## config.mk

```make
export PLATFORM = sky130hd
export DESIGN_NAME = ssm_monitor
export DESIGN_NICKNAME = d
export VERILOG_FILES = /design/src/include/ssm_pkg.sv /design/src/hw/ssm_monitor.sv /design/src/hw/ssm_sync.sv
export VERILOG_INCLUDE_DIRS = /design/src /design/src/include
export SDC_FILE = /design/constraint.sdc
export NUM_CORES = 1
export LEC_CHECK = 0
export BUFFER_PORTS_ARGS = -buffer_cell sky130_fd_sc_hd__buf_2
export CAP_MARGIN = 25
export CORE_MARGIN = 5
export CORE_UTILIZATION = 60
export CTS_BUF_LIST = sky130_fd_sc_hd__clkbuf_8
export CTS_CLUSTER_DIAMETER = 150
export DETAILED_ROUTE_END_ITERATION = 16
export HOLD_SLACK_MARGIN = 0.08
export MAX_ROUTING_LAYER = met4
export PLACE_DENSITY_LB_ADDON = 0.15
export SLEW_MARGIN = 30
export SYNTH_ARGS = -nofsm -noshare
export SYNTH_HDL_FRONTEND = slang
export SYNTH_HIERARCHICAL = 1
export SYNTH_SLANG_ARGS = --single-unit
```

## constraint.sdc

```tcl
create_clock -name clk -period 15.35 [get_ports clk]
set_input_delay 3.07 -clock clk [delete_from_list [all_inputs] [get_ports clk]]
set_output_delay 3.07 -clock clk [all_outputs]
set_load 0.01 [all_outputs]
```

## src/include/ssm_cfg.svh

```systemverilog
/*
  Constants of the servo sequence monitor: reset values, hysteresis,
  special settings and timing. Assumes a 20 MHz control clock.
*/
`ifndef SSM_CFG_SVH
`define SSM_CFG_SVH

`define SSM_THR_W 15
`define SSM_THR_MIN 15'h000a
`define SSM_THR_MAX 15'h4e20
`define SSM_ZERO_THR_RST 15'h0032
`define SSM_AT_THR_RST 15'h0032
`define SSM_HYST_RPM 17'h0000a
`define SSM_UV_SEL_RST 1'h1
`define SSM_OT_SEL_RST 2'h0
`define SSM_DET_W 11
`define SSM_DET_IGNORE 11'h3e8
`define SSM_CLK_NS 50
`define SSM_MS_NS 1000000
`define SSM_CYC_PER_MS (`SSM_MS_NS / `SSM_CLK_NS)

`endif

```

## src/include/ssm_pkg.sv

```systemverilog
/*
  Types of the servo sequence monitor.
  Assumes nothing beyond a SystemVerilog compiler.
*/
`default_nettype none
package ssm_pkg;
  // Gray order: off, on, waiting for power, tripped
  typedef enum logic [1:0] {
    SSM_OFF = 2'h0,
    SSM_ON = 2'h1,
    SSM_PWR_WAIT = 2'h3,
    SSM_TRIP = 2'h2
  } ssm_state_t;

  typedef enum logic [1:0] {
    SSM_OT_DB = 2'h0,
    SSM_OT_TQ0 = 2'h1,
    SSM_OT_ESTOP = 2'h2
  } ssm_ot_sel_t;
endpackage : ssm_pkg
`default_nettype wire

```

## src/hw/ssm_monitor.sv

```systemverilog
/*
  Servo sequence monitor: speed detection outputs with hysteresis,
  main power loss handling and over-travel stop sequence.
  Assumes one 20 MHz clock, settings held stable by the host,
  and discrete pins that are asynchronous to the clock.
*/
`include "ssm_cfg.svh"
`default_nettype none
module ssm_monitor #(
  parameter int SPEED_W = 16,
  parameter int TORQUE_W = 16,
  parameter int CYC_PER_MS = `SSM_CYC_PER_MS
) (
  input wire logic clk,
  input wire logic rst,
  input wire logic signed [SPEED_W-1:0] motor_speed,
  input wire logic signed [SPEED_W-1:0] speed_cmd,
  input wire logic signed [TORQUE_W-1:0] torque_cmd_in,
  input wire logic [`SSM_THR_W-1:0] zero_speed_threshold,
  input wire logic [`SSM_THR_W-1:0] at_speed_threshold,
  input wire logic undervoltage_trip_select,
  input wire ssm_pkg::ssm_ot_sel_t overtravel_sequence_select,
  input wire logic [`SSM_DET_W-1:0] power_off_detect_time,
  input wire logic [8:0] estop_torque_setting,
  input wire logic [8:0] normal_torque_limit,
  input wire logic servo_on_pin,
  input wire logic alarm_clear_pin,
  input wire logic main_power_ok_pin,
  input wire logic bus_voltage_low_pin,
  input wire logic cw_travel_inhibit,
  input wire logic ccw_travel_inhibit,
  output logic zero_speed_out,
  output logic alt_zero_speed_pin,
  output logic speed_match_out,
  output logic at_speed_out,
  output logic main_undervoltage_error,
  output logic servo_active,
  output logic dynamic_brake,
  output logic deviation_hold,
  output logic signed [TORQUE_W-1:0] torque_cmd_out,
  output logic [8:0] torque_limit_out
);
  import ssm_pkg::*;
  if (SPEED_W < 16 || SPEED_W > 31 || CYC_PER_MS < 1) begin : g_bad
    $error("ssm_monitor: unsupported parameter values");
  end
  localparam int MAG_W = SPEED_W + 1;
  // Shared by speed and speed-error paths
  function automatic logic [MAG_W-1:0] mag(input logic signed [MAG_W-1:0] v);
    mag = v[MAG_W-1] ? MAG_W'(-v) : MAG_W'(v);
  endfunction : mag
  logic servo_on_s;
  logic alarm_clear_s;
  logic power_ok_s;
  logic bus_low_s;
  logic cw_s;
  logic ccw_s;
  ssm_sync u_son (.clk(clk), .rst(rst), .pin(servo_on_pin),
    .level(servo_on_s));
  ssm_sync u_aclr (.clk(clk), .rst(rst), .pin(alarm_clear_pin),
    .level(alarm_clear_s));
  ssm_sync u_pok (.clk(clk), .rst(rst), .pin(main_power_ok_pin),
    .level(power_ok_s));
  ssm_sync u_blow (.clk(clk), .rst(rst), .pin(bus_voltage_low_pin),
    .level(bus_low_s));
  ssm_sync u_cw (.clk(clk), .rst(rst), .pin(cw_travel_inhibit),
    .level(cw_s));
  ssm_sync u_ccw (.clk(clk), .rst(rst), .pin(ccw_travel_inhibit),
    .level(ccw_s));
  logic [MAG_W-1:0] spd_mag;
  logic [MAG_W-1:0] err_mag;
  logic [MAG_W-1:0] zthr;
  logic [MAG_W-1:0] athr;
  assign spd_mag = mag(MAG_W'(motor_speed));
  assign err_mag = mag(MAG_W'(speed_cmd) - MAG_W'(motor_speed));
  assign zthr = MAG_W'(zero_speed_threshold);
  assign athr = MAG_W'(at_speed_threshold);
  // Set below threshold, release only at threshold plus band
  always_ff @(posedge clk) begin
    if (rst) begin
      zero_speed_out <= 1'h1;
    end else if (spd_mag < zthr) begin
      zero_speed_out <= 1'h1;
    end else if (spd_mag >= zthr + MAG_W'(`SSM_HYST_RPM)) begin
      zero_speed_out <= 1'h0;
    end
  end
  assign alt_zero_speed_pin = zero_speed_out;
  always_ff @(posedge clk) begin
    if (rst) begin
      speed_match_out <= 1'h1;
    end else if (err_mag < zthr) begin
      speed_match_out <= 1'h1;
    end else if (err_mag >= zthr + MAG_W'(`SSM_HYST_RPM)) begin
      speed_match_out <= 1'h0;
    end
  end
  always_ff @(posedge clk) begin
    if (rst) begin
      at_speed_out <= 1'h0;
    end else if (spd_mag > athr) begin
      at_speed_out <= 1'h1;
    end else if (spd_mag + MAG_W'(`SSM_HYST_RPM) <= athr) begin
      at_speed_out <= 1'h0;
    end
  end
  // Millisecond enable; a parameter so simulation can shorten it
  logic [31:0] ms_div;
  logic ms_tick;
  always_ff @(posedge clk) begin
    if (rst || ms_div == 32'(CYC_PER_MS - 1)) begin
      ms_div <= 32'h0;
    end else begin
      ms_div <= ms_div + 32'h1;
    end
  end
  assign ms_tick = (ms_div == 32'(CYC_PER_MS - 1));
  logic [`SSM_DET_W-1:0] off_ms;
  logic det_ignore;
  logic power_lost;
  always_ff @(posedge clk) begin
    if (rst || power_ok_s) begin
      off_ms <= '0;
    end else if (ms_tick && off_ms != '1) begin
      off_ms <= off_ms + `SSM_DET_W'(1);
    end
  end
  // At the ignore setting no shutoff is declared; only the bus level trips
  assign det_ignore = (power_off_detect_time == `SSM_DET_IGNORE);
  assign power_lost = !power_ok_s && !det_ignore &&
                      off_ms >= power_off_detect_time;
  ssm_state_t state;
  ssm_state_t next_state;
  always_comb begin
    next_state = state;
    case (state)
      SSM_OFF: begin
        if (servo_on_s && power_ok_s) begin
          next_state = SSM_ON;
        end
      end
      SSM_ON: begin
        if (power_lost && undervoltage_trip_select) begin
          next_state = SSM_TRIP;
        end else if (power_lost) begin
          next_state = SSM_PWR_WAIT;
        end else if (!servo_on_s) begin
          next_state = SSM_OFF;
        end
      end
      SSM_PWR_WAIT: begin
        if (!servo_on_s) begin
          next_state = SSM_OFF;
        end else if (power_ok_s) begin
          next_state = SSM_ON;
        end
      end
      SSM_TRIP: begin
        // Set wins: a still-low bus keeps the error against a clear
        if (alarm_clear_s && power_ok_s && !bus_low_s) begin
          next_state = SSM_OFF;
        end
      end
      default: next_state = SSM_OFF;
    endcase
    // Low bus before a detected shutoff trips from every state
    if (bus_low_s && !power_lost) begin
      next_state = SSM_TRIP;
    end
  end
  always_ff @(posedge clk) begin
    if (rst) begin
      state <= SSM_OFF;
    end else begin
      state <= next_state;
    end
  end
  always_ff @(posedge clk) begin
    if (rst) begin
      main_undervoltage_error <= 1'h0;
      servo_active <= 1'h0;
    end else begin
      main_undervoltage_error <= (next_state == SSM_TRIP);
      servo_active <= (next_state == SSM_ON);
    end
  end
  // Selection captured once after power-up, later writes wait for one
  ssm_ot_sel_t ot_sel;
  logic ot_loaded;
  always_ff @(posedge clk) begin
    if (rst) begin
      ot_sel <= ssm_ot_sel_t'(`SSM_OT_SEL_RST);
      ot_loaded <= 1'h0;
    end else if (!ot_loaded) begin
      ot_sel <= overtravel_sequence_select;
      ot_loaded <= 1'h1;
    end
  end
  logic ot_active;
  logic stalled;
  logic toward_cw;
  logic toward_ccw;
  assign ot_active = (cw_s || ccw_s) && state == SSM_ON;
  assign stalled = zero_speed_out;
  // Positive torque drives clockwise
  assign toward_cw = !torque_cmd_in[TORQUE_W-1] && torque_cmd_in != '0;
  assign toward_ccw = torque_cmd_in[TORQUE_W-1];
  always_ff @(posedge clk) begin
    if (rst) begin
      torque_cmd_out <= '0;
      torque_limit_out <= 9'h000;
      dynamic_brake <= 1'h0;
      deviation_hold <= 1'h0;
    end else begin
      // Servo off passes no torque; ot_active implies servo on
      torque_cmd_out <= (state == SSM_ON) ? torque_cmd_in : '0;
      torque_limit_out <= normal_torque_limit;
      dynamic_brake <= 1'h0;
      deviation_hold <= ot_active;
      if (ot_active && stalled) begin
        // Zero torque only toward the inhibited side
        if ((cw_s && toward_cw) || (ccw_s && toward_ccw)) begin
          torque_cmd_out <= '0;
        end
      end else if (ot_active && ot_sel == SSM_OT_ESTOP) begin
        torque_limit_out <= estop_torque_setting;
      end else if (ot_active) begin
        torque_cmd_out <= '0;
        dynamic_brake <= (ot_sel != SSM_OT_TQ0);
      end
    end
  end
  zero_set_a: assert property (@(posedge clk) disable iff (rst)
    spd_mag < zthr |=> zero_speed_out)
    else $error("zero-speed not set below threshold");
  zero_band_a: assert property (@(posedge clk) disable iff (rst)
    zero_speed_out && spd_mag < zthr + MAG_W'(10) |=> zero_speed_out)
    else $error("zero-speed released inside band");
  zero_clr_a: assert property (@(posedge clk) disable iff (rst)
    spd_mag >= zthr + MAG_W'(10) |=> !zero_speed_out)
    else $error("zero-speed held above band");
  match_set_a: assert property (@(posedge clk) disable iff (rst)
    err_mag < zthr |=> speed_match_out)
    else $error("speed-match not set");
  at_set_a: assert property (@(posedge clk) disable iff (rst)
    spd_mag > athr |=> at_speed_out)
    else $error("at-speed not set");
  at_clr_a: assert property (@(posedge clk) disable iff (rst)
    spd_mag + MAG_W'(10) <= athr |=> !at_speed_out)
    else $error("at-speed held below band");
  power_trip_a: assert property (@(posedge clk) disable iff (rst)
    state == SSM_ON && power_lost && undervoltage_trip_select
    |=> main_undervoltage_error && state == SSM_TRIP)
    else $error("no trip on power loss");
  power_wait_a: assert property (@(posedge clk) disable iff (rst)
    state == SSM_ON && power_lost && !undervoltage_trip_select && !bus_low_s
    |=> !servo_active && !main_undervoltage_error)
    else $error("servo not off on power loss");
  ignore_det_a: assert property (@(posedge clk) disable iff (rst)
    det_ignore && state == SSM_ON && !bus_low_s
    |=> state != SSM_PWR_WAIT && !main_undervoltage_error)
    else $error("loss declared at ignore setting");
  bus_low_a: assert property (@(posedge clk) disable iff (rst)
    bus_low_s && !power_lost |=> main_undervoltage_error)
    else $error("bus low without error");
  ot_hold_a: assert property (@(posedge clk) disable iff (rst)
    ot_active |=> deviation_hold)
    else $error("deviation not held in over-travel");
  ot_sel_a: assert property (@(posedge clk) disable iff (rst)
    ot_loaded |=> $stable(ot_sel))
    else $error("over-travel selection changed live");
endmodule : ssm_monitor
`default_nettype wire

```

## src/hw/ssm_sync.sv

```systemverilog
/*
  Three-stage pin synchroniser with agreement filter.
  Assumes an asynchronous level input and one clock with sync reset.
*/
`default_nettype none
module ssm_sync (
  input wire logic clk,
  input wire logic rst,
  input wire logic pin,
  output logic level
);
  logic s1;
  logic s2;
  logic s3;

  always_ff @(posedge clk) begin
    if (rst) begin
      s1 <= 1'h0;
      s2 <= 1'h0;
      s3 <= 1'h0;
    end else begin
      s1 <= pin;
      s2 <= s1;
      s3 <= s2;
    end
  end

  // A change counts only once stages two and three agree
  always_ff @(posedge clk) begin
    if (rst) begin
      level <= 1'h0;
    end else if (s2 == s3) begin
      level <= s3;
    end
  end
endmodule : ssm_sync
`default_nettype wire

```

== Word-level counts from Yosys, hierarchy flattened ==
Index checks and enable logic that the tools add are counted.

* Register bits: 104
* Bits of input ports: 118

* Multiplexer cells: 21
* Reduce and logical (&&, ||, !) cells: 29
* Magnitude comparators: 7
* Add/sub/neg operators: 7
* Bitwise logic cells: 1
* Equality and inequality tests: 16

{| class="wikitable"
|+ Operator list
! operator !! count
|-
| 16-bit two-way mux || 5
|-
| 17-bit by 15-bit less-than comparator with 1-bit output || 2
|-
| 17-bit two-way mux || 2
|-
| 32-bit by 1-bit adder with 32-bit output (second input constant) || 1
|-
| 32-bit by 15-bit == test with 1-bit output (second input constant) || 1
|-
| 9-bit two-way mux || 2
|-
| 17-bit by 4-bit adder with 17-bit output (second input constant) || 1
|-
| 17-bit by 16-bit >= comparator with 1-bit output || 1
|-
| 17-bit >= comparator || 1
|-
| 17-bit by 15-bit greater-than comparator with 1-bit output || 1
|-
| 17-bit by 15-bit less-or-equal comparator with 1-bit output || 1
|-
| 16-bit negator with 17-bit output || 1
|-
| 17-bit negator || 1
|-
| 16-bit by 16-bit subtractor with 17-bit output || 1
|-
| 15-bit by 4-bit adder with 16-bit output (second input constant) || 1
|-
| 2-bit two-way mux || 8
|-
| 16-bit nonzero test || 1
|-
| 1-bit logical AND || 14
|-
| 11-bit by 1-bit adder with 11-bit output (second input constant) || 1
|-
| 11-bit by 10-bit == test with 1-bit output (second input constant) || 1
|-
| 11-bit >= comparator || 1
|-
| 11-bit != test (second input constant) || 1
|-
| 2-bit == test (second input constant) || 4
|-
| 2-bit case mux with 4 select lines || 1
|-
| other kinds (11) || 27
|}

== Logic depth before layout (Yosys ltp) ==
* Depth in word-level cells: 9
* Gate-level depth with buffers: 22
* Gate-level depth less buffers: 21

== Modules after synthesis ==
The synthesis kept the hierarchy.

{| class="wikitable"
|+ By module, submodules not included
! module !! cells each !! area each (um^2) !! times used !! sequential area each (um^2)
|-
| ssm_monitor || 922 || 7490.9 || 1 || 1601.5
|-
| ssm_sync || 10 || 112.6 || 6 || 80.1
|}

== Worst setup path before layout ==
No wires, ideal clock.

* Path type: input to register
* Start point: in speed_cmd[0]
* End point: reg speed_match_out
* Arrival time: 7.134 ns
* Cell stages on the path: 20
* Path slack: 8.147 ns
* Path buffers: 2
* Data required time: 15.281 ns
* Cell sequence: inv_1 > ha_1 > fa_1 > and2b_1 > o2111ai_1 > a21boi_0 > o311ai_0 > a22oi_1 > clkbuf_1 > clkbuf_1 > o21ai_0 > nand2_1 > ha_1 > a21o_1 > a2111oi_0 > a32oi_1 > a2111oi_0 > nand4bb_1 > and3_1 > o21ai_1

* Cells in the longest elaborated chain, start to end: 5
* Elaborated cells between the ends (all ways): 6
* Those cells by class: add/sub (2); order compare (2); mux (1); reduce/logical (1)

{| class="wikitable"
|+ RTL lines
! item !! line !! text
|-
| from (decl) || ssm_monitor.sv:17 || <nowiki>input wire logic signed [SPEED_W-1:0] speed_cmd,</nowiki>
|-
| 16-bit by 16-bit subtractor with 17-bit output (*) || ssm_monitor.sv:75 || <nowiki>assign err_mag = mag(MAG_W'(speed_cmd) - MAG_W'(motor_speed));</nowiki>
|-
| 17-bit negator || ssm_monitor.sv:50 || <nowiki>mag = v[MAG_W-1] ? MAG_W'(-v) : MAG_W'(v);</nowiki>
|-
| 17-bit two-way mux (*) || ssm_monitor.sv:50 ||
|-
| 17-bit by 15-bit less-than comparator with 1-bit output || ssm_monitor.sv:92 || <nowiki>end else if (err_mag < zthr) begin</nowiki>
|-
| 2-bit OR reduction (no line) || - ||
|-
| to (signal assigned) || ssm_monitor.sv:91 || <nowiki>speed_match_out <= 1'h1;</nowiki>
|-
| to (signal assigned) || ssm_monitor.sv:93 || <nowiki>speed_match_out <= 1'h1;</nowiki>
|-
| to (signal assigned) || ssm_monitor.sv:95 || <nowiki>speed_match_out <= 1'h0;</nowiki>
|-
| to (decl) || ssm_monitor.sv:34 || <nowiki>output logic speed_match_out,</nowiki>
|}

Mark *: on every way between the ends. The rest lies on a longest branch, timed or not.
A chain may end at the register's enable or synchronous reset.

== Worst setup path after layout ==
* Start point: in motor_speed[0]
* End point: reg speed_match_out

* Cells in the longest elaborated chain, start to end: 5
* Elaborated cells between the ends (all ways): 6
* Those cells by class: add/sub (2); order compare (2); mux (1); reduce/logical (1)

{| class="wikitable"
|+ RTL lines
! item !! line !! text
|-
| from (decl) || ssm_monitor.sv:16 || <nowiki>input wire logic signed [SPEED_W-1:0] motor_speed,</nowiki>
|-
| 16-bit by 16-bit subtractor with 17-bit output (*) || ssm_monitor.sv:75 ||
|-
| 17-bit negator || ssm_monitor.sv:50 ||
|-
| 17-bit two-way mux (*) || ssm_monitor.sv:50 ||
|-
| 17-bit by 15-bit less-than comparator with 1-bit output || ssm_monitor.sv:92 ||
|-
| 2-bit OR reduction (no line) || - ||
|}

Marked as above.

==> metrics.txt <==
critical path arrival 7660 ps; CTS max path bufs 2; core area 13300 um^2; Final Cycle Share 47.96%; Synth Warn # 6; min cycle time layout 7362 ps; clock tree from TritonCTS yes; post-route ant nets 0; Detail Placement HPWL 15780 um; share of cells above drive strength 1 16.61%; initial antenna violation count 0; wire per inst 14.32 um; post-CTS resize count 0; die width 126.7 um; # IOs 151; prevailing post-synth register cell dfxtp_1; Worst VDD drop 0.04434 mV; max cap viols 0; area delta synth->final 13.62%; cell breakdown of the critical path buf_2 > ha_1 > fa_1 > and2b_1 > o2111ai_1 > a31oi_1 > or4_1 > nand3_1 > or4_4 > nor4b_4 > or3_1 > nand2_1 > ha_1 > a2111oi_0 > a32oi_1 > a2111oi_0 > nand4bb_1 > and3_1 > o21ai_1; synth unique cells 68; vias in the first global route 6819; CP Data Required Time 15650 ps; H-tree levels 3; setup total negative slack 0 ps; syn avg cell area 8.316 um^2; post-synthesis sequential area ratio 25.49%; grt ovf 0; Total GRT Usage 23.69%; global placer's final weighted congestion 0.9122; first-pass GRT wire length 30950 um; syn_nets 1224; final setup vio count 0; Max-slew headroom 37.75%; crit start category primary input; Max Clock Skew 16.59 ps; largest net degree at the start of global routing 46; die area 16040 um^2; port bufs 150; Hold Buf Count CTS 0; Crit path buffers/inverters 1; Setup Buffers After CTS 0; slowest CP cell or4_4; HP Class reg -> reg; Rows 42; ant diodes 0; Final Hold Viols 0; DRT iter0 DRCs 387; Setup CP Type in -> reg; Tightest Pin Transition 925.2 ps; Async S/R FF share, synth 0%; Seq cells post-synth 104; CP max stage delay 560 ps; Vias/cell 5.536; routed via count 7241; Die Span Y 126.7 um; outcome finished clean; DR pass1 iterations 5; CP Capture Type flip-flop; Clock Pin Slew Worst Setup and Hold Paths 110 ps; CTS Buf Count 9; Initial Util 61.42%; root buf cell clkbuf_8; DR DRC count 0; Total Wirelength 18730 um; Clock Sinks 104; Peak Freq 135.8 MHz; Gate Count Post-Synth 982; Net count, final 1370; family with the most delay on the worst path simple AND/OR/NAND/NOR gates; Lkg Pwr 0.004323 uW; PwrDens 74.45 nW/um^2; Post-synth EDFFs 0; RSZ-0062 raised after global routing false; CP Max Fanout 6; Worst-Skew Late Latency 380 ps; fin util 69.79%; synthesized area 8167 um^2; fillcell total 1166; max-slew violations 0
==> cells in the mapped netlist (8+ instances only) <==
master,n,share of area (%)
ha_1,123,19
dfxtp_1,104,25
nor2b_1,32,2.5
and2_1,20,1.5
o21a_1,12,1.1
nand2b_1,8,0.61
and3_1,14,1.1
xnor2_1,56,6.0
mux2i_1,14,1.7
nor3_1,17,1.0
or3_1,14,1.1
inv_1,81,3.7
nor2_1,106,4.9
nor4_1,16,1.2
nand3_1,35,2.1
o21ai_1,8,0.49
a21oi_1,40,2.5
nand2_1,47,2.2
a21o_1,29,2.7
clkbuf_1,12,0.55
xor2_1,34,3.6
o21ai_0,36,2.2
nand4_1,19,1.5
==> kinds of logic after synthesis <==
family / Yosys count / share of synthesized area [%]
AO/OA/AOI/OAI: 193 / 16.29
XOR/XNOR: 90 / 9.652
adder cells (fa/ha/maj): 124 / 19.09
buffers and inverters: 97 / 4.596
flip-flops: 104 / 25.49
multiplexers: 15 / 1.854
AND/OR/NAND/NOR: 359 / 23.03
==> worst paths after layout <==
kind,startpoint,endpoint,slack (ps),cells after the start
worst max-delay path,motor_speed[0],speed_match_out$_SDFFE_PP1P_,7990,19
worst min-delay path,u_cw/s1$_SDFF_PP0_,u_cw/s2$_SDFF_PP0_,440,1
worst max register to register,ms_div[0]$_SDFF_PP0_,off_ms[9]$_SDFFE_PP0P_,12750,7
worst min register to register,u_cw/s1$_SDFF_PP0_,u_cw/s2$_SDFF_PP0_,440,1
==> routing by layer <==
| layer | routed length, um | track usage (%) |
|---|---|---|
| met5 | 0 | - |
| met1 | 8312 | 28.15 |
| met3 | 765 | 2.774 |
| met2 | 9277 | 42.03 |
| met4 | 369 | 7.066 |
==> flip-flops by register name (all words and copies together), names as in the netlist, 2 cells and up <==
name / flops
ms_div: 32
ot_sel: 2
state: 2
off_ms: 11
torque_cmd_out: 16
torque_limit_out: 9
==> layout make-up <==
class                           instances  area, um^2  area share [%]
Clock buffer                            9       123.9           1.335
Clock inverter                          6       51.30          0.5529
Inverter                               81       304.0           3.277
Multi-Input combinational cell        781        5739           61.85
Sequential cell                       104        2082           22.44
Tap cell                              176       220.2           2.373
Timing Repair Buffer                  151       758.2           8.172
==> per-stage QoR <==
stage / setup slack, ps / instance area (um^2) / cells / hold WS [ps] / total power [uW]
2_1_floorplan: 8147 / 8167 / 982 / 413.8 / 471.9
3_3_place_gp: 7840 / 9085 / 1293 / 421.9 / 534.9
3_5_place_dp: 7711 / 9097 / 1293 / 423.8 / 540.2
4_1_cts: 8080 / 9273 / 1308 / 448.4 / 696.1
5_1_grt: 7735 / 9279 / 1308 / 446.1 / 745.1
6_report: 7988 / 9279 / 1308 / 436.2 / 690.8
==> placed cells by master (no fill, tap or decap), types with 4 or more instances in the layout <==
cell type  netlist  layout
a21o_1          29      29
dfxtp_1        104     104
nor2b_1         32      32
nor4_1          16      16
a21oi_1         40      40
mux2i_1         14      14
and4_1           4       4
nand2b_1         8       8
o2111ai_1        4       4
nor3_1          17      17
xnor2_1         56      56
nand3_1         35      35
and3_1          14      14
o2111a_1         4       4
nand4_1         19      19
nand2_1         47      47
or3_1           14      14
xor2_1          34      34
or2_2            6       6
o21a_1          12      12
inv_1           81      81
ha_1           123     123
and2_1          20      20
o211ai_1         5       5
a31oi_1          6       6
o31ai_1          6       6
o21ai_1          8       8
buf_2            0     150
clkbuf_8         0       9
a211oi_1         6       6
o21ai_0         36      36
nor2_1         106     106
==> power by group <==
| part | leakage [uW] | internal, uW | total, uW | switching (uW) |
|---|---|---|---|---|
| combinational | 0.00339 | 114 | 258 | 143 |
| sequential | 0.000845 | 275 | 279 | 3.22 |
| clock | 0.0000867 | 60.3 | 155 | 94.3 |
| total | 0.00432 | 450 | 691 | 241 |
==> worst register-to-register path, cell delays in order (launching register included) <==
cell       delay, ps
dfxtp_1          380
ha_1             210
and3_1           270
nand3_1          180
a2111oi_2        630
nand4_1          330
or3_1            380
a21oi_1          140
Power figures use the tool's default switching activity.
